--- src/rtl/reset_ctrl_pkg.sv ---
/*
 * constants, types and state record for the reset controller with watchdog.
 * assumes one 100 MHz system clock, static fuse inputs and a watchdog
 * oscillator tick that arrives asynchronously on a pin.
 */
// Functional notes
// - any reset returns I/O registers to initial values, then restart at reset vector.
// - port reset asserts asynchronously as soon as any source asserts; here only power-on, pin and test-port do, watchdog and brown-out on the clock.
// - after all sources release, internal reset stretches for the fuse-chosen delay.
// - internal reset combines power-on, pin, watchdog, brown-out and test-port sources.
// - pin low beyond minimum pulse width resets, even without a clock; here the width filter runs on the system clock, only port reset needs none.
// - power-on asserts reset at once; its release starts the delay counter.
// - watchdog resets only when enabled and period expires without restart.
// - enabled brown-out asserts reset at once; recovery releases through the delay.
// - reset held while the test-port reset register holds one.
// - brown-out acts only if under-voltage persists beyond a minimum duration.
// - watchdog expiry gives one-cycle pulse; delay starts at its falling edge.
// - brown-out level fuse picks low level unprogrammed, high level programmed.
// - bandgap enabled only by brown-out enable, comparator select or converter.
// - watchdog counts ticks of its own one megahertz oscillator.
// - watchdog counter clears on restart, on disable and on chip reset.
// - eight prescaled timeouts; expiry resets the chip.
// - level 1: starts disabled, disable and timeout change need timed sequence.
// - always-on fuse gives level 2: enabled from reset, never disabled.
// - compat fuse alone gives level 0: disable timed, timeout change free.
// - enabling the watchdog is always a plain write.
// - writing change-enable and enable together opens a four-cycle window.
// - prescale select gives 16K to 2048K oscillator cycles, doubling per step.
// - in level 2 enable reads one and cannot be cleared.
package reset_ctrl_pkg;

	// ----------------------------------------
	// register map and fields
	// ----------------------------------------
	localparam logic [7:0] WDT_CTRL_ADDR = 8'h00;
	localparam logic [7:0] STATUS_ADDR = 8'h01;
	localparam int CE_BIT = 4;
	localparam int EN_BIT = 3;
	localparam int PS_LSB = 0;
	localparam logic [2:0] PS_RESET = 3'h0;
	localparam logic [7:0] RDATA_ZERO = 8'h00;

	// ----------------------------------------
	// timing
	// ----------------------------------------
	localparam int CLK_MHZ = 100;
	localparam int EXT_MIN_PULSE_NS = 1500;
	localparam int BOD_MIN_NS = 2000;
	localparam int EXT_MIN_CYCLES = (EXT_MIN_PULSE_NS * CLK_MHZ + 999) / 1000;
	localparam int BOD_MIN_CYCLES = (BOD_MIN_NS * CLK_MHZ + 999) / 1000;
	localparam logic [7:0] EXT_LIMIT = 8'(EXT_MIN_CYCLES);
	localparam logic [7:0] BOD_LIMIT = 8'(BOD_MIN_CYCLES);
	localparam logic [2:0] CE_WINDOW = 3'h4;
	localparam int WDT_BASE_DEFAULT = 16384;
	localparam int DELAY_W = 20;
	localparam int WDT_W = 22;

	// ----------------------------------------
	// types
	// ----------------------------------------
	typedef enum logic [2:0] {
		LEVEL0 = 3'b001,
		LEVEL1 = 3'b010,
		LEVEL2 = 3'b100
	} safety_level_t;

	typedef struct packed {
		logic change_enable;
		logic enable;
		logic [2:0] prescale;
	} wdt_ctrl_t;

	typedef struct packed {
		logic [1:0] por_sync;
		logic [1:0] ext_n_sync;
		logic [1:0] bod_sync;
		logic [1:0] test_sync;
		logic [1:0] osc_sync;
		logic osc_prev;
		logic [7:0] ext_cnt;
		logic [7:0] bod_cnt;
		logic ext_active;
		logic bod_active;
		logic hold;
		logic [DELAY_W-1:0] delay_cnt;
		wdt_ctrl_t ctrl;
		logic [2:0] ce_cnt;
		logic [WDT_W-1:0] wdt_cnt;
		logic wdt_pulse;
		safety_level_t level;
		logic bandgap;
		logic level_high;
		logic [7:0] rdata;
	} ctrl_state_t;

endpackage

--- src/rtl/reset_control_with_watchdog.sv ---
/*
 * reset controller: gathers five reset sources, stretches the internal reset,
 * holds the watchdog and its safety levels, and gates the bandgap reference.
 * assumes fuses and the delay length are static, the restart strobe comes from
 * the core on the system clock, and the oscillator tick is asynchronous.
 */
// Chosen here: the placing of the registers and the address-and-strobe port.
`timescale 1ns/1ps
module reset_control_with_watchdog #(
	parameter int WDT_BASE_CYCLES = reset_ctrl_pkg::WDT_BASE_DEFAULT
) (
	input wire logic clk_sys_in,
	input wire logic rstn_in,
	input wire logic power_on_reset_in,
	input wire logic ext_reset_n_in,
	input wire logic brownout_raw_in,
	input wire logic test_reset_reg_in,
	input wire logic watchdog_osc_in,
	input wire logic brownout_enable_fuse_in,
	input wire logic brownout_level_fuse_in,
	input wire logic compat_mode_fuse_in,
	input wire logic watchdog_always_on_fuse_in,
	input wire logic comparator_bandgap_select_in,
	input wire logic adc_enable_in,
	input wire logic [reset_ctrl_pkg::DELAY_W-1:0] startup_timeout_in,
	input wire logic watchdog_restart_in,
	input wire logic [7:0] addr_in,
	input wire logic [7:0] wdata_in,
	input wire logic write_in,
	input wire logic read_in,
	output logic [7:0] rdata_out,
	output logic port_reset_out,
	output logic internal_reset_out,
	output logic watchdog_reset_out,
	output logic bandgap_enable_out,
	output logic brownout_level_high_out
);
	import reset_ctrl_pkg::*;

	// ----------------------------------------
	// helpers
	// ----------------------------------------
	function automatic safety_level_t level_of(input logic compat, input logic always_on);
		if (always_on) begin
			return LEVEL2;
		end else if (compat) begin
			return LEVEL0;
		end
		return LEVEL1;
	endfunction

	function automatic logic [WDT_W-1:0] wdt_limit(input logic [2:0] ps);
		return WDT_W'(WDT_BASE_CYCLES) << ps;
	endfunction

	function automatic wdt_ctrl_t ctrl_initial(input safety_level_t lvl);
		wdt_ctrl_t c;
		c.change_enable = 1'b0;
		c.enable = (lvl == LEVEL2);
		c.prescale = PS_RESET;
		return c;
	endfunction

	ctrl_state_t st_reg;
	ctrl_state_t st_next;
	logic port_hold_reg;
	logic async_src;

	// ----------------------------------------
	// asynchronous port reset
	// ----------------------------------------
	// needs no clock to assert; only released by the clocked internal reset
	assign async_src = power_on_reset_in | ~ext_reset_n_in | test_reset_reg_in;

	always_ff @(posedge clk_sys_in or posedge async_src) begin
		if (async_src) begin
			port_hold_reg <= 1'b1;
		end else begin
			// follow the synchronous reset too, so ports never lag internal reset
			port_hold_reg <= st_next.hold | ~rstn_in;
		end
	end

	// ----------------------------------------
	// next state
	// ----------------------------------------
	always_comb begin
		logic any_src;
		logic ext_low;
		logic bod_low;
		logic tick;
		logic ce_ok;
		wdt_ctrl_t w;
		any_src = 1'b0;
		ext_low = 1'b0;
		bod_low = 1'b0;
		tick = 1'b0;
		ce_ok = 1'b0;
		w = wdt_ctrl_t'(wdata_in[4:0]);
		st_next = st_reg;

		st_next.por_sync = {st_reg.por_sync[0], power_on_reset_in};
		st_next.ext_n_sync = {st_reg.ext_n_sync[0], ext_reset_n_in};
		st_next.bod_sync = {st_reg.bod_sync[0], brownout_raw_in};
		st_next.test_sync = {st_reg.test_sync[0], test_reset_reg_in};
		st_next.osc_sync = {st_reg.osc_sync[0], watchdog_osc_in};
		st_next.osc_prev = st_reg.osc_sync[1];
		st_next.level = level_of(compat_mode_fuse_in, watchdog_always_on_fuse_in);
		st_next.level_high = brownout_level_fuse_in;
		st_next.bandgap = brownout_enable_fuse_in | comparator_bandgap_select_in
			| adc_enable_in;

		// pin filter: short pulses are ignored
		ext_low = ~st_reg.ext_n_sync[1];
		if (!ext_low) begin
			st_next.ext_cnt = '0;
			st_next.ext_active = 1'b0;
		end else if (st_reg.ext_cnt != EXT_LIMIT) begin
			st_next.ext_cnt = st_reg.ext_cnt + 8'h01;
		end else begin
			st_next.ext_active = 1'b1;
		end

		// brown-out qualification, then held until the supply recovers
		bod_low = st_reg.bod_sync[1] & brownout_enable_fuse_in;
		if (!bod_low) begin
			st_next.bod_cnt = '0;
			st_next.bod_active = 1'b0;
		end else if (st_reg.bod_cnt != BOD_LIMIT) begin
			st_next.bod_cnt = st_reg.bod_cnt + 8'h01;
		end else begin
			st_next.bod_active = 1'b1;
		end

		// five sources into one, stretched by the delay counter
		any_src = st_reg.por_sync[1] | st_reg.ext_active | st_reg.wdt_pulse
			| st_reg.bod_active | st_reg.test_sync[1];
		if (any_src) begin
			st_next.hold = 1'b1;
			st_next.delay_cnt = startup_timeout_in;
		end else if (st_reg.delay_cnt != '0) begin
			st_next.delay_cnt = st_reg.delay_cnt - DELAY_W'(1);
		end else begin
			st_next.hold = 1'b0;
		end

		// change-enable window
		if (st_reg.ce_cnt != '0) begin
			st_next.ce_cnt = st_reg.ce_cnt - 3'h1;
		end
		ce_ok = st_reg.ctrl.change_enable;
		if (write_in && addr_in == WDT_CTRL_ADDR) begin
			if (w.change_enable && w.enable) begin
				st_next.ce_cnt = CE_WINDOW;
			end
			if (w.enable) begin
				st_next.ctrl.enable = 1'b1;
			end else if (ce_ok && st_reg.level != LEVEL2) begin
				st_next.ctrl.enable = 1'b0;
			end
			unique case (st_reg.level)
				LEVEL0: st_next.ctrl.prescale = w.prescale;
				LEVEL1, LEVEL2: begin
					if (ce_ok) begin
						st_next.ctrl.prescale = w.prescale;
					end
				end
			endcase
		end
		st_next.ctrl.change_enable = (st_next.ce_cnt != '0);
		if (st_reg.level == LEVEL2) begin
			st_next.ctrl.enable = 1'b1;
		end

		// watchdog counter on the oscillator tick
		tick = st_reg.osc_sync[1] & ~st_reg.osc_prev;
		st_next.wdt_pulse = 1'b0;
		if (watchdog_restart_in || !st_reg.ctrl.enable || st_reg.hold) begin
			st_next.wdt_cnt = '0;
		end else if (tick) begin
			if (st_reg.wdt_cnt == wdt_limit(st_reg.ctrl.prescale) - WDT_W'(1)) begin
				st_next.wdt_cnt = '0;
				st_next.wdt_pulse = 1'b1;
			end else begin
				st_next.wdt_cnt = st_reg.wdt_cnt + WDT_W'(1);
			end
		end

		// chip reset puts the control register back to its initial value
		if (st_reg.hold) begin
			st_next.ctrl = ctrl_initial(st_reg.level);
			st_next.ce_cnt = '0;
		end

		st_next.rdata = RDATA_ZERO;
		if (read_in) begin
			if (addr_in == WDT_CTRL_ADDR) begin
				st_next.rdata = {3'h0, st_reg.ctrl};
			end else if (addr_in == STATUS_ADDR) begin
				st_next.rdata = {4'h0, st_reg.level, st_reg.hold};
			end
		end
	end

	// ----------------------------------------
	// state register
	// ----------------------------------------
	// power-on synchroniser and hold reset asserted, pin synchroniser idle-high, so reset persists past release
	always_ff @(posedge clk_sys_in) begin
		if (!rstn_in) begin
			st_reg <= '0;
			st_reg.por_sync <= 2'b11;
			st_reg.ext_n_sync <= 2'b11;
			st_reg.hold <= 1'b1;
			st_reg.level <= LEVEL1;
			st_reg.ctrl <= ctrl_initial(LEVEL1);
		end else begin
			st_reg <= st_next;
		end
	end

	assign rdata_out = st_reg.rdata;
	assign port_reset_out = port_hold_reg;
	assign internal_reset_out = st_reg.hold;
	assign watchdog_reset_out = st_reg.wdt_pulse;
	assign bandgap_enable_out = st_reg.bandgap;
	assign brownout_level_high_out = st_reg.level_high;

endmodule

--- config.mk ---
export PLATFORM = sky130hd
export DESIGN_NAME = reset_control_with_watchdog
export DESIGN_NICKNAME = d
export VERILOG_FILES = /design/src/rtl/reset_ctrl_pkg.sv /design/src/rtl/reset_control_with_watchdog.sv
export SDC_FILE = /design/constraint.sdc
export NUM_CORES = 1
export LEC_CHECK = 0
export BUFFER_PORTS_ARGS = -buffer_cell sky130_fd_sc_hd__clkbuf_2
export CAP_MARGIN = 20
export CORE_ASPECT_RATIO = 1.25
export CORE_UTILIZATION = 57
export DETAILED_ROUTE_END_ITERATION = 8
export GPL_TIMING_DRIVEN = 0
export HOLD_SLACK_MARGIN = 0.08
export PLACE_DENSITY = 0.9
export SYNTH_ARGS = -nofsm -noshare
export SYNTH_HDL_FRONTEND = slang
export SYNTH_SLANG_ARGS = --single-unit
--- constraint.sdc ---
create_clock -name clk_sys_in -period 2.7 [get_ports clk_sys_in]
set_input_delay 0.54 -clock clk_sys_in [delete_from_list [all_inputs] [get_ports clk_sys_in]]
set_output_delay 0.54 -clock clk_sys_in [all_outputs]
set_load 0.02 [all_outputs]
==> metrics.md, run 1 <==
| Metric | Value |
|---|---|
| Max clock buf depth | `2` |
| DR iter-0 viols | `245` |
| Number of global-route vias before repair | `approximately 3,500` |
| Maximum vdd drop | `~0.37 mV` |
| Dpl cells | `roughly 620` |
| Unique masters post-synth | `63` |
| Gr usage total | `about a quarter` |
| Hold WC Path Type | `input pin to async pin` |
| Main flop type after synthesis | `dfxtp_1` |
| Static Leak | `1.81 nW` |
| Worst Path Required | `about 2.9 ns` |
| Placed instance area | `4680 um^2` |
| Largest net degree at the start of global routing | `16` |
| DRC | `0` |
| Max-slew violation count | `0` |
| Mapped Area | `around 4300 um^2` |
| Ports | `65` |
| Antenna violations before repair | `0` |
| Fmax | `about 440 MHz` |
| Post-CTS Setup Repair Bufs | `0` |
| Sequential share of the synthesized area | `a little over two fifths` |
| Nets@finish | `603` |
| Worst-path maximum fanout | `10` |
| Post-CTS resize count | `0` |
| Die span in y | `98.8 um` |
| Initial Util | `roughly three fifths` |
| Vias | `between 3,000 and 4,000` |
| Setup CP Type | `flip-flop to flip-flop` |
| PortBufs | `57` |
| Clk Latency, worst-skew pair | `about 0.36 ns` |
| CTS Buf Count | `9` |
| Period minus WS final | `around 2.3 ns` |
| Clock Skews | `roughly 0.01 ns` |
| H-tree levels | `3` |
| Layout cells sized above 1 | `about a fifth` |
| Worst-path clk slew | `0.09 ns` |
| Power Total | `about 2.6 mW` |
| Worst Setup End Kind | `flip-flop` |
| Post-synth EDFFs | `0` |
| Routed wire length | `around 9000 um` |
| Vias per std cell | `5.55` |
| Ys Warns | `0` |
| Worst slew pin tran | `~0.8 ns` |
| CORE AREA | `between 7000 and 8000 um^2` |
| CTS Hold Bufs | `0` |
| First-pass GRT wire length | `~15,000 um` |
| Commonest non-fill, non-tap cells in the layout | `91 x dfxtp_1, 68 x nor2_1, 57 x clkbuf_2` |
| GRT overflow | `0` |
| Layout area overhead | `14.5%` |
| Detail Route Antenna Nets | `0` |
| Relative slew slack | `between 40 and 50%` |
| Fin. Hold Viols | `0` |
| Commonest non-fill, non-tap cell in the layout | `dfxtp_1` |
| Worst setup SP type | `flip-flop` |
| RSZ-0062 raised after global routing | `no` |
| CTS tree | `yes` |
| FILL cells | `between 500 and 600` |
| Setup TNS | `0 ns` |
| Power Density | `between 500 and 600 nW/um^2` |
| Final period util | `between 80% and 90%` |
| Avg Inst Size Synth | `~9.1 um^2` |
| Final HPWL from detailed placement | `about 6400 um` |
| Die ar. | `7850 um^2` |
| Status | `finished, final reports clean` |
| Antenna cells | `0` |
| Gpl congestion | `about 0.81` |
| Crit path DAT | `roughly 2.5 ns` |
| Design Area, Final | `just under 5000 um^2` |
| Mapped Cells | `roughly 470` |
| Routed WL per cell | `about 14 um` |
| Non-filler cells, final | `637` |
| Clock sinks | `92` |
| Clk root buf | `clkbuf_8` |
| Largest register FFs | `76` |
| Ys async rst share | `1.09%` |
| DRT Pass-1 Iters | `4` |
| #FFs+latches synth | `between 90 and 100` |
| Die width | `around 80 um` |
| Row Count | `34` |
| Final setup violation count | `0` |
| Maxcap violations | `0` |
==> cells by family (layout without fill, tap and decap cells) <==
family	after synthesis	after routing	synth area share [%]
buffers and inverters	42	115	5.68
other	1	3	0.0877
AND/OR/NAND/NOR	220	220	27.8
XOR/XNOR	51	51	10.4
AO/OA/AOI/OAI	51	51	8.63
multiplexers	6	6	1.52
flip-flops	92	92	43.2
adder cells (fa/ha/maj)	9	9	2.63
==> path summary, 6_finish.rpt <==
check,endpoint,from,slack (ns),cells after the start
min reg2reg,st_reg[91]$_SDFF_PN1_,st_next[91]$_SDFF_PN1_,0.43,1
max,st_reg[59]$_SDFFE_PN0P_,st_reg[44]$_SDFFE_PN0P_,0.41,9
min,port_reset_out$_DFF_PP1_,ext_reset_n_in,0.30,2
max in group asynchronous,port_reset_out$_DFF_PP1_,power_on_reset_in,2.36,2
min in group clk_sys_in,st_next[91]$_SDFF_PN1_,ext_reset_n_in,0.36,2
max reg2reg,st_reg[59]$_SDFFE_PN0P_,st_reg[44]$_SDFFE_PN0P_,0.41,9
==> final cells by class <==
cell class	instances	area, um^2	share of cell area (%)
Clock buffer	10	128	2.61
Timing Repair Buffer	57	285	5.83
Buffer	24	175	3.58
Inverter	18	67.6	1.38
Sequential cell	92	1850	37.7
Multi-Input combinational cell	340	2190	44.8
Clock inverter	6	87.6	1.79
Tap cell	90	113	2.30
==> per-stage QoR <==
stage	worst slack [ns]	hold slack, ns	util (%)
CTS	0.402	0.291	68.9
global route	0.228	0.342	68.9
floorplan	0.736	0.386	-
detailed placement	0.461	0.401	65.9
finish	0.410	0.297	68.9
global placement	0.522	0.395	65.9
==> Yosys cell counts, types with 2 or more instances <==
cell type  count  area (um^2)
dfxtp_1       91         1820
nor2_1        68          255
xnor2_1       33          289
nor3_1        28          140
nand3_1       24          120
nand2_1       22         82.6
inv_1         18         67.6
xor2_1        18          158
a211oi_1      15          113
and2_1        11         68.8
buf_4         10         75.1
ha_1           9          113
nand2b_1       8         50.1
nand4_1        8         50.1
nor4_1         8         50.1
and3_1         7         43.8
buf_6          6         67.6
o21ai_0        6         30.0
a21oi_1        5         25.0
clkbuf_1       5         18.8
mux2i_1        5         50.1
a22oi_1        4         30.0
nor3_2         4         40.0
nor3b_1        4         30.0
o22ai_1        4         25.0
or3_1          3         18.8
a21o_1         2         15.0
and3_2         2         15.0
and4_1         2         17.5
buf_2          2         10.0
nand4b_1       2         17.5
nor2b_1        2         12.5
nor4_2         2         25.0
o21a_1         2         15.0
o31a_1         2         17.5
or2_2          2         12.5
or4_1          2         15.0
==> metal layers <==
| layer | GRT usage (%) | vias to the layer above | routed length (um) |
|---|---|---|---|
| met4 | 11.7 | 0 | 214 |
| met3 | 5.46 | 21 | 370 |
| met5 | 0 | - | 0 |
| met1 | 26.6 | 1664 | 3660 |
| li1 | - | 1755 | - |
| met2 | 43.1 | 95 | 4550 |
==> worst max-delay path: stages (launching register included) <==
cell      delay [ns]
dfxtp_1         0.37
inv_1           0.08
ha_1            0.19
nor3b_2         0.34
nand4_1         0.25
nand2b_1        0.24
buf_6           0.16
o21ai_4         0.29
buf_6           0.19
a211oi_1        0.05
==> power breakdown <==
| group | total, mW | switching, mW | internal [mW] |
|---|---|---|---|
| Combinational | 0.186 | 0.0933 | 0.0923 |
| Sequential | 1.42 | 0.0288 | 1.39 |
| Clock | 1.01 | 0.483 | 0.524 |
(Power assumes the default switching activity.)
==> inputs of run 2 (changes only) <==
--- a/config.mk
+++ b/config.mk
@@ -5,6 +5,7 @@
 export SDC_FILE = /design/constraint.sdc
 export NUM_CORES = 1
 export LEC_CHECK = 0
+export ABC_AREA = 1
 export BUFFER_PORTS_ARGS = -buffer_cell sky130_fd_sc_hd__clkbuf_2
 export CAP_MARGIN = 20
 export CORE_ASPECT_RATIO = 1.25
@@ -12,7 +13,7 @@
 export DETAILED_ROUTE_END_ITERATION = 8
 export GPL_TIMING_DRIVEN = 0
 export HOLD_SLACK_MARGIN = 0.08
-export PLACE_DENSITY = 0.9
+export PLACE_DENSITY = 0.89
 export SYNTH_ARGS = -nofsm -noshare
 export SYNTH_HDL_FRONTEND = slang
 export SYNTH_SLANG_ARGS = --single-unit
==> constraint.sdc (replaced) <==
create_clock -name clk_sys_in -period 2.33 [get_ports clk_sys_in]
set_input_delay 0.466 -clock clk_sys_in [delete_from_list [all_inputs] [get_ports clk_sys_in]]
set_output_delay 0.466 -clock clk_sys_in [all_outputs]
set_load 0.02 [all_outputs]
==> run 2 against run 1 <==
  * Synthesized cell count grew 41%
  * Largest power group unchanged
  * Clock-buffer cell count stayed put
  * Critical path type unchanged
  * Critical endpoint is now st_reg[30]$_SDFFE_PP0P_
  * Clock power rose by 8%
==> metrics.md, run 2 <==
| Metric | Value |
|---|---|
| Area contributors post-synth | `dfxtp_1 39%, nand2_1 12%, nor2_1 7.3%` |
| Unique masters post-synth | `40` |
| Die width | `roughly 83 um` |
| Worst Path Required | `2.58 ns` |
| Max clock buf depth | `2` |
| Post-synth EDFFs | `0` |
| Fin. Hold Viols | `0` |
| Ports | `between 60 and 70` |
| Die span in y | `between 100 and 150 um` |
| RSZ-0062 raised after global routing | `no` |
| Mapped Area | `roughly 4600 um^2` |
| Worst-path maximum fanout | `10` |
| Gr usage total | `26.4%` |
| Ys async rst share | `roughly 1.1%` |
| Vias | `approximately 4,400` |
| Number of global-route vias before repair | `between 4,000 and 5,000` |
| Synth cell count leaders | `153 x nand2_1, 91 x dfxtp_1, 90 x nor2_1` |
| First-pass GRT wire length | `approximately 17,000 um` |
| Multi-input gate area | `around 2300 um^2` |
| Largest register FFs | `76` |
| Detail Route Antenna Nets | `0` |
| Hold WC Path Type | `input pin to async pin` |
| Top-area cell type share of the netlist area | `approximately two fifths` |
| Sequential share of the synthesized area | `39.8%` |
| Most used cell, CP | `nor2_1` |
| Clk Latency, worst-skew pair | `between 0.3 and 0.4 ns` |
| Setup CP Type | `flip-flop to flip-flop` |
| FILL cells | `about 700` |
| Ys Warns | `0` |
| H-tree levels | `3` |
| Max-slew violation count | `0` |
| PortBufs | `58` |
| Relative slew slack | `between 50% and 60%` |
| Final setup violation count | `0` |
| Initial Util | `between 50 and 60%` |
| Vias per std cell | `5.25` |
| Slowest cell delay on critical path | `slightly below 0.4 ns` |
| Clk root buf | `clkbuf_8` |
| CORE AREA | `between 7000 and 8000 um^2` |
| Worst slew pin tran | `0.596 ns` |
| Maxcap violations | `0` |
| Power Density | `570 nW/um^2` |
| Routed wire length | `~10,000 um` |
| Worst setup SP type | `flip-flop` |
| Crit path DAT | `between 2 and 2.5 ns` |
| Layout area overhead | `13.3%` |
| Row Count | `36` |
| Nets@finish | `around 800` |
| Layout cells sized above 1 | `between 15 and 20%` |
| Largest delay contributor family on the critical path | `simple AND/OR/NAND/NOR gates` |
| Dpl cells | `between 800 and 900` |
| Largest net degree at the start of global routing | `16` |
| Die ar. | `8510 um^2` |
| Avg Inst Size Synth | `approximately 7.0 um^2` |
| GRT overflow | `0` |
| DRT Pass-1 Iters | `5` |
| Final period util | `between 70 and 80%` |
| Commonest non-fill, non-tap cells in the layout | `153 x nand2_1, 91 x dfxtp_1, 90 x nor2_1` |
| Worst-path clk slew | `roughly 0.090 ns` |
| Status | `finished, final reports clean` |
| Static Leak | `roughly 2.3 nW` |
| Post-CTS Setup Repair Bufs | `0` |
| Flip-flop and latch area | `~1800 um^2` |
| Final HPWL from detailed placement | `approximately 7800 um` |
| Period minus WS final | `between 1.5 and 2 ns` |
| Critical Path, Cell by Cell | `ha_1, nand2_1, nor2_1, nand4_1, nor2_1, nand3_2, nand2_4, buf_6, nor2_2` |
| Most common cell in the netlist | `nand2_1` |
| Non-filler cells, final | `roughly 840` |
| DR iter-0 viols | `between 150 and 200` |
| CTS Hold Bufs | `0` |
| Setup TNS | `0 ns` |
| Commonest non-fill, non-tap cell in the layout | `nand2_1` |
| #FFs+latches synth | `slightly above 90` |
| CTS Buf Count | `9` |
| Mapped Cells | `between 600 and 700` |
| Worst Setup End Kind | `flip-flop` |
| Fmax | `between 500 and 600 MHz` |
| CTS tree | `yes` |
| Clock sinks | `slightly above 90` |
| Clock Skews | `about 0.012 ns` |
| Gpl congestion | `0.991` |
| Antenna violations before repair | `0` |
| Crit-path slowest cell | `dfxtp_1` |
| Main flop type after synthesis | `dfxtp_1` |
| Post-CTS resize count | `0` |
| Antenna cells | `0` |
| Maximum vdd drop | `~0.44 mV` |
| Routed WL per cell | `12.3 um` |
| DRC | `0` |
| Slack of the worst reg-to-reg path | `between 0.5 and 0.6 ns` |
| Crit path buf inv count | `1` |
| Area leader, netlist | `dfxtp_1` |
[run 2: cell types whose count changed after synthesis, sizes merged, moves of 9 or more]
cell    delta
o21ai     +14
nand2    +137
nand2b     -9
a211oi    -15
inv       +72
xnor2     -27
a21oi     +31
nor2      +44
nor3      -15
nand3     +30
and2      -11
[run 2: cell families (layout without fill, tap and decap cells)]
group,after synthesis,in the layout,synth area share [%]
xor gates and xnor gates,21,21,3.96
buffers and inverters,109,183,10.1
adders and majority gates,9,9,2.43
AOI/OAI and AO/OA,61,61,7.44
other,1,3,0.0808
and+or+nand+nor,372,372,35.9
DFF,92,92,39.8
muxes,1,1,0.216
[run 2: worst paths after layout]
check                                                      to  cells past startpoint                     from
max                                   st_reg[30]$_SDFFE_PP0P_                      9  st_reg[14]$_SDFFE_PP0P_
min                                  port_reset_out$_DFF_PP1_                      3           ext_reset_n_in
max reg2reg                           st_reg[30]$_SDFFE_PP0P_                      9  st_reg[14]$_SDFFE_PP0P_
min reg2reg                            st_next[83]$_SDFF_PN0_                      2   st_next[85]$_SDFF_PN0_
max in group asynchronous            port_reset_out$_DFF_PP1_                      2        power_on_reset_in
min in group clk_sys_in    brownout_level_high_out$_SDFF_PN0_                      3   brownout_level_fuse_in
[run 2: power by group]
group | internal (mW) | switching, mW
Combinational | 0.104 | 0.166
Clock | 0.523 | 0.567
Sequential | 1.61 | 0.0262
[run 2: cell type report]
class,count,area share (%)
multi-input combinational,467,44.3
sequential,92,35.1
inverter,90,6.47
timing repair buffer,58,5.52
clock buffer,10,2.62
buffer,19,2.45
tap,95,2.26
clock inverter,6,1.21
[run 2: layer usage]
layer,global-route usage (%),vias up,share of wire (%)
met4,16.6,0,4.2
met5,0,-,0
met3,4.87,37,5.3
li1,-,2236,-
met2,45.8,155,50
met1,29.3,1969,40
[run 2: stage by stage]
step           worst slack [ns]  cell area [um^2]  hold WS [ns]  utilization (%)  total power, mW
6_report                  0.519              5260         0.253             67.1             3.00
4_1_cts                   0.542              5260         0.245             67.1             3.01
2_1_floorplan             0.864              4650         0.390                -             1.84
5_1_grt                   0.381              5260         0.272             67.1             3.11
3_3_place_gp              0.597              5060         0.393             64.5             1.93
3_5_place_dp              0.569              5060         0.401             64.5             1.94
[run 2: tightest hold or removal path: cells and delay by family]
family | cells | cell delay [ns]
buffers and inverters | 2 | 0.14
AND/OR/NAND/NOR | 1 | 0.16
==> inputs of run 3 (changes only) <==
--- a/config.mk
+++ b/config.mk
@@ -9,11 +9,11 @@
 export BUFFER_PORTS_ARGS = -buffer_cell sky130_fd_sc_hd__clkbuf_2
 export CAP_MARGIN = 20
 export CORE_ASPECT_RATIO = 1.25
-export CORE_UTILIZATION = 57
+export CORE_UTILIZATION = 52
 export DETAILED_ROUTE_END_ITERATION = 8
 export GPL_TIMING_DRIVEN = 0
 export HOLD_SLACK_MARGIN = 0.08
-export PLACE_DENSITY = 0.89
+export PLACE_DENSITY = 0.86
 export SYNTH_ARGS = -nofsm -noshare
 export SYNTH_HDL_FRONTEND = slang
 export SYNTH_SLANG_ARGS = --single-unit
==> constraint.sdc (replaced) <==
create_clock -name clk_sys_in -period 1.6 [get_ports clk_sys_in]
set_input_delay 0.32 -clock clk_sys_in [delete_from_list [all_inputs] [get_ports clk_sys_in]]
set_output_delay 0.32 -clock clk_sys_in [all_outputs]
set_load 0.02 [all_outputs]
==> run 3 against run 2 <==
  * Total power grew 50%
  * Clock power grew 51%
  * Non-clock buffer count grew 14
  * Register-to-register slack lost 0.47 ns
  * Largest cell class unchanged
  * Setup slack lost 0.47 ns
  * Critical path type unchanged
  * Via count grew 2.7%
  * Critical path depth is the same
==> metrics.md, run 3 (synthesis results as in run 2) <==
| Metric | Value |
|---|---|
| Status | `finished, final reports clean` |
| DR iter-0 viols | `268` |
| Sw Ratio | `between 20% and 30%` |
| First-pass GRT wire length | `17,400 um` |
| CTS Hold Bufs | `0` |
| Antenna violations before repair | `0` |
| Final period util | `roughly 97%` |
| Ports | `between 60 and 70` |
| Pint | `between 3 and 4 mW` |
| Combinational share of power | `between 10% and 20%` |
| Number of global-route vias before repair | `a little over 4,000` |
| Clock Power Share | `about 37%` |
| Largest register FFs | `76` |
| Maximum vdd drop | `roughly 0.68 mV` |
| Layout cells sized above 1 | `24.3%` |
| Layout area overhead | `20.0%` |
| Max-slew violation count | `0` |
| Antenna cells | `0` |
| Clock Skews | `about 0.014 ns` |
| Slack of the worst reg-to-reg path | `between 0.04 and 0.05 ns` |
| Vias per std cell | `between 5 and 6` |
| PortBufs | `between 50 and 60` |
| RSZ-0062 raised after global routing | `yes` |
| DRC | `0` |
| Power Total | `about 4.5 mW` |
| Worst Setup End Kind | `flip-flop` |
| Row Count | `38` |
| Vias | `4,514` |
| Gpl congestion | `0.979` |
| CORE AREA | `roughly 8700 um^2` |
| Crit path launch | `st_reg[15]$_SDFFE_PP0P_` |
| H-tree levels | `3` |
| Relative slew slack | `about two thirds` |
| Clk root buf | `clkbuf_8` |
| Worst Path Required | `1.88 ns` |
| Gr usage total | `24.1%` |
| GRT overflow | `0` |
| Final HPWL from detailed placement | `roughly 7800 um` |
| Clock sinks | `92` |
| FF-to-FF path depth | `9` |
| R2R Path Start | `st_reg[15]$_SDFFE_PP0P_` |
| Commonest non-fill, non-tap cells in the layout | `150 x nand2_1, 84 x dfxtp_1, 81 x inv_1, 81 x nor2_1, 58 x clkbuf_2` |
| Worst-path clk slew | `~0.09 ns` |
| Design Area, Final | `between 5000 and 6000 um^2` |
| Crit path DAT | `approximately 1.8 ns` |
| FILL cells | `around 770` |
| Fin. Hold Viols | `0` |
| Power Density | `809 nW/um^2` |
| Final Util | `roughly 64%` |
| Final setup violation count | `0` |
| Placed instance area | `~5100 um^2` |
| Routed wire length | `between 10,000 and 15,000 um` |
| CTS tree | `yes` |
| CTS Buf Count | `9` |
| Worst slew pin tran | `0.527 ns` |
| Die span in y | `approximately 110 um` |
| Worst setup SP type | `flip-flop` |
| Commonest non-fill, non-tap cell in the layout | `nand2_1` |
| Maxcap violations | `0` |
| Setup TNS | `0 ns` |
| Static Leak | `2.47 nW` |
| Setup CP Type | `flip-flop to flip-flop` |
| Worst-path maximum fanout | `6` |
| DRT Pass-1 Iters | `5` |
| Clk Latency, worst-skew pair | `0.38 ns` |
| Worst r2r dst | `st_reg[19]$_SDFFE_PP0P_` |
| Period minus WS final | `around 1.6 ns` |
| Routed WL per cell | `12.7 um` |
| Die width | `slightly below 90 um` |
| Sequential share of power | `roughly 53%` |
| Max clock buf depth | `2` |
| Nets@finish | `between 800 and 900` |
| Initial Util | `a little over half` |
| Detail Route Antenna Nets | `0` |
| Fmax | `approximately 640 MHz` |
| Hold WC Path Type | `input pin to flip-flop` |
| Largest net degree at the start of global routing | `16` |
| Crit path capture | `st_reg[19]$_SDFFE_PP0P_` |
| Net Switching | `between 1 and 1.5 mW` |
| Die ar. | `between 9000 and 10,000 um^2` |
## run 3: cell types whose count changed in the layout (fill, tap and decap cells not counted), moves of 3 or more
cell	change
buf_4	+12
dfxtp_2	+6
nand2_1	-3
nor2_1	-9
nand2_4	+3
dfxtp_1	-7
nor2_4	+4
nor2_2	+5
## run 3: worst max-delay path, cell delays in order (launching register included)
cell       delay (ns)
dfxtp_4          0.38
ha_4             0.15
nand2_4          0.06
nor2_4           0.13
nand4_1          0.13
nor2_1           0.16
nand3_2          0.11
nand2_4          0.13
clkbuf_16        0.17
nor2_2           0.03
## run 3: worst min-delay path by stage
| stage | to | slack [ns] | cells after the start | start |
|---|---|---|---|---|
| 2_1_floorplan | port_reset_out$_DFF_PP1_ | 0.34 | 2 | ext_reset_n_in |
| 3_3_place_gp | st_reg[89]$_SDFF_PN0_ | 0.39 | 2 | st_next[89]$_SDFF_PN0_ |
| 3_5_place_dp | st_reg[91]$_SDFF_PN1_ | 0.40 | 1 | st_next[91]$_SDFF_PN1_ |
| 4_1_cts | brownout_level_high_out$_SDFF_PN0_ | 0.12 | 3 | brownout_level_fuse_in |
| 5_1_grt | st_reg[11]$_SDFF_PN1_ | 0.14 | 2 | compat_mode_fuse_in |
| 6_report | brownout_level_high_out$_SDFF_PN0_ | 0.13 | 3 | brownout_level_fuse_in |
## run 3: timing repair
action,4_1_cts,5_1_grt
buffers inserted,3,9
resized for setup,9,31
pin swaps,4,8
endpoints found under the setup margin,25,34
cloned,0,2
## run 3: metal layers
metal	GRT usage, %	vias up	part of all wire [%]
li1	-	2253	-
met1	25.4	2070	39
met2	44.5	161	52
met3	6.21	30	6.1
met4	10.2	0	2.7
met5	0	-	0
## run 3: cell type report
cell class | instances | area (um^2) | area share, %
tap | 120 | 150 | 2.70
buffer | 19 | 151 | 2.72
timing repair buffer | 72 | 430 | 7.73
inverter | 90 | 340 | 6.11
clock buffer | 11 | 151 | 2.72
sequential | 92 | 1860 | 33.4
clock inverter | 5 | 57.6 | 1.03
multi-input combinational | 467 | 2430 | 43.6
## run 3: power groups by stage
| stage | clock network (mW) | registers, mW | logic (mW) |
|---|---|---|---|
| finish | 1.65 | 2.39 | 0.464 |
| global route | 1.77 | 2.39 | 0.516 |
| CTS | 1.67 | 2.38 | 0.398 |
| detailed placement | 0 | 2.44 | 0.383 |
| global placement | 0 | 2.43 | 0.372 |
| floorplan | 0 | 2.43 | 0.257 |
## run 3: stage by stage
step | std cells | hold WS, ns | setup slack [ns]
6_report | 876 | 0.126 | 0.0487
5_1_grt | 876 | 0.139 | -0.0653
4_1_cts | 865 | 0.119 | 0.00179
3_5_place_dp | 846 | 0.401 | -0.137
3_3_place_gp | 846 | 0.395 | -0.0924
2_1_floorplan | 668 | 0.345 | 0.134
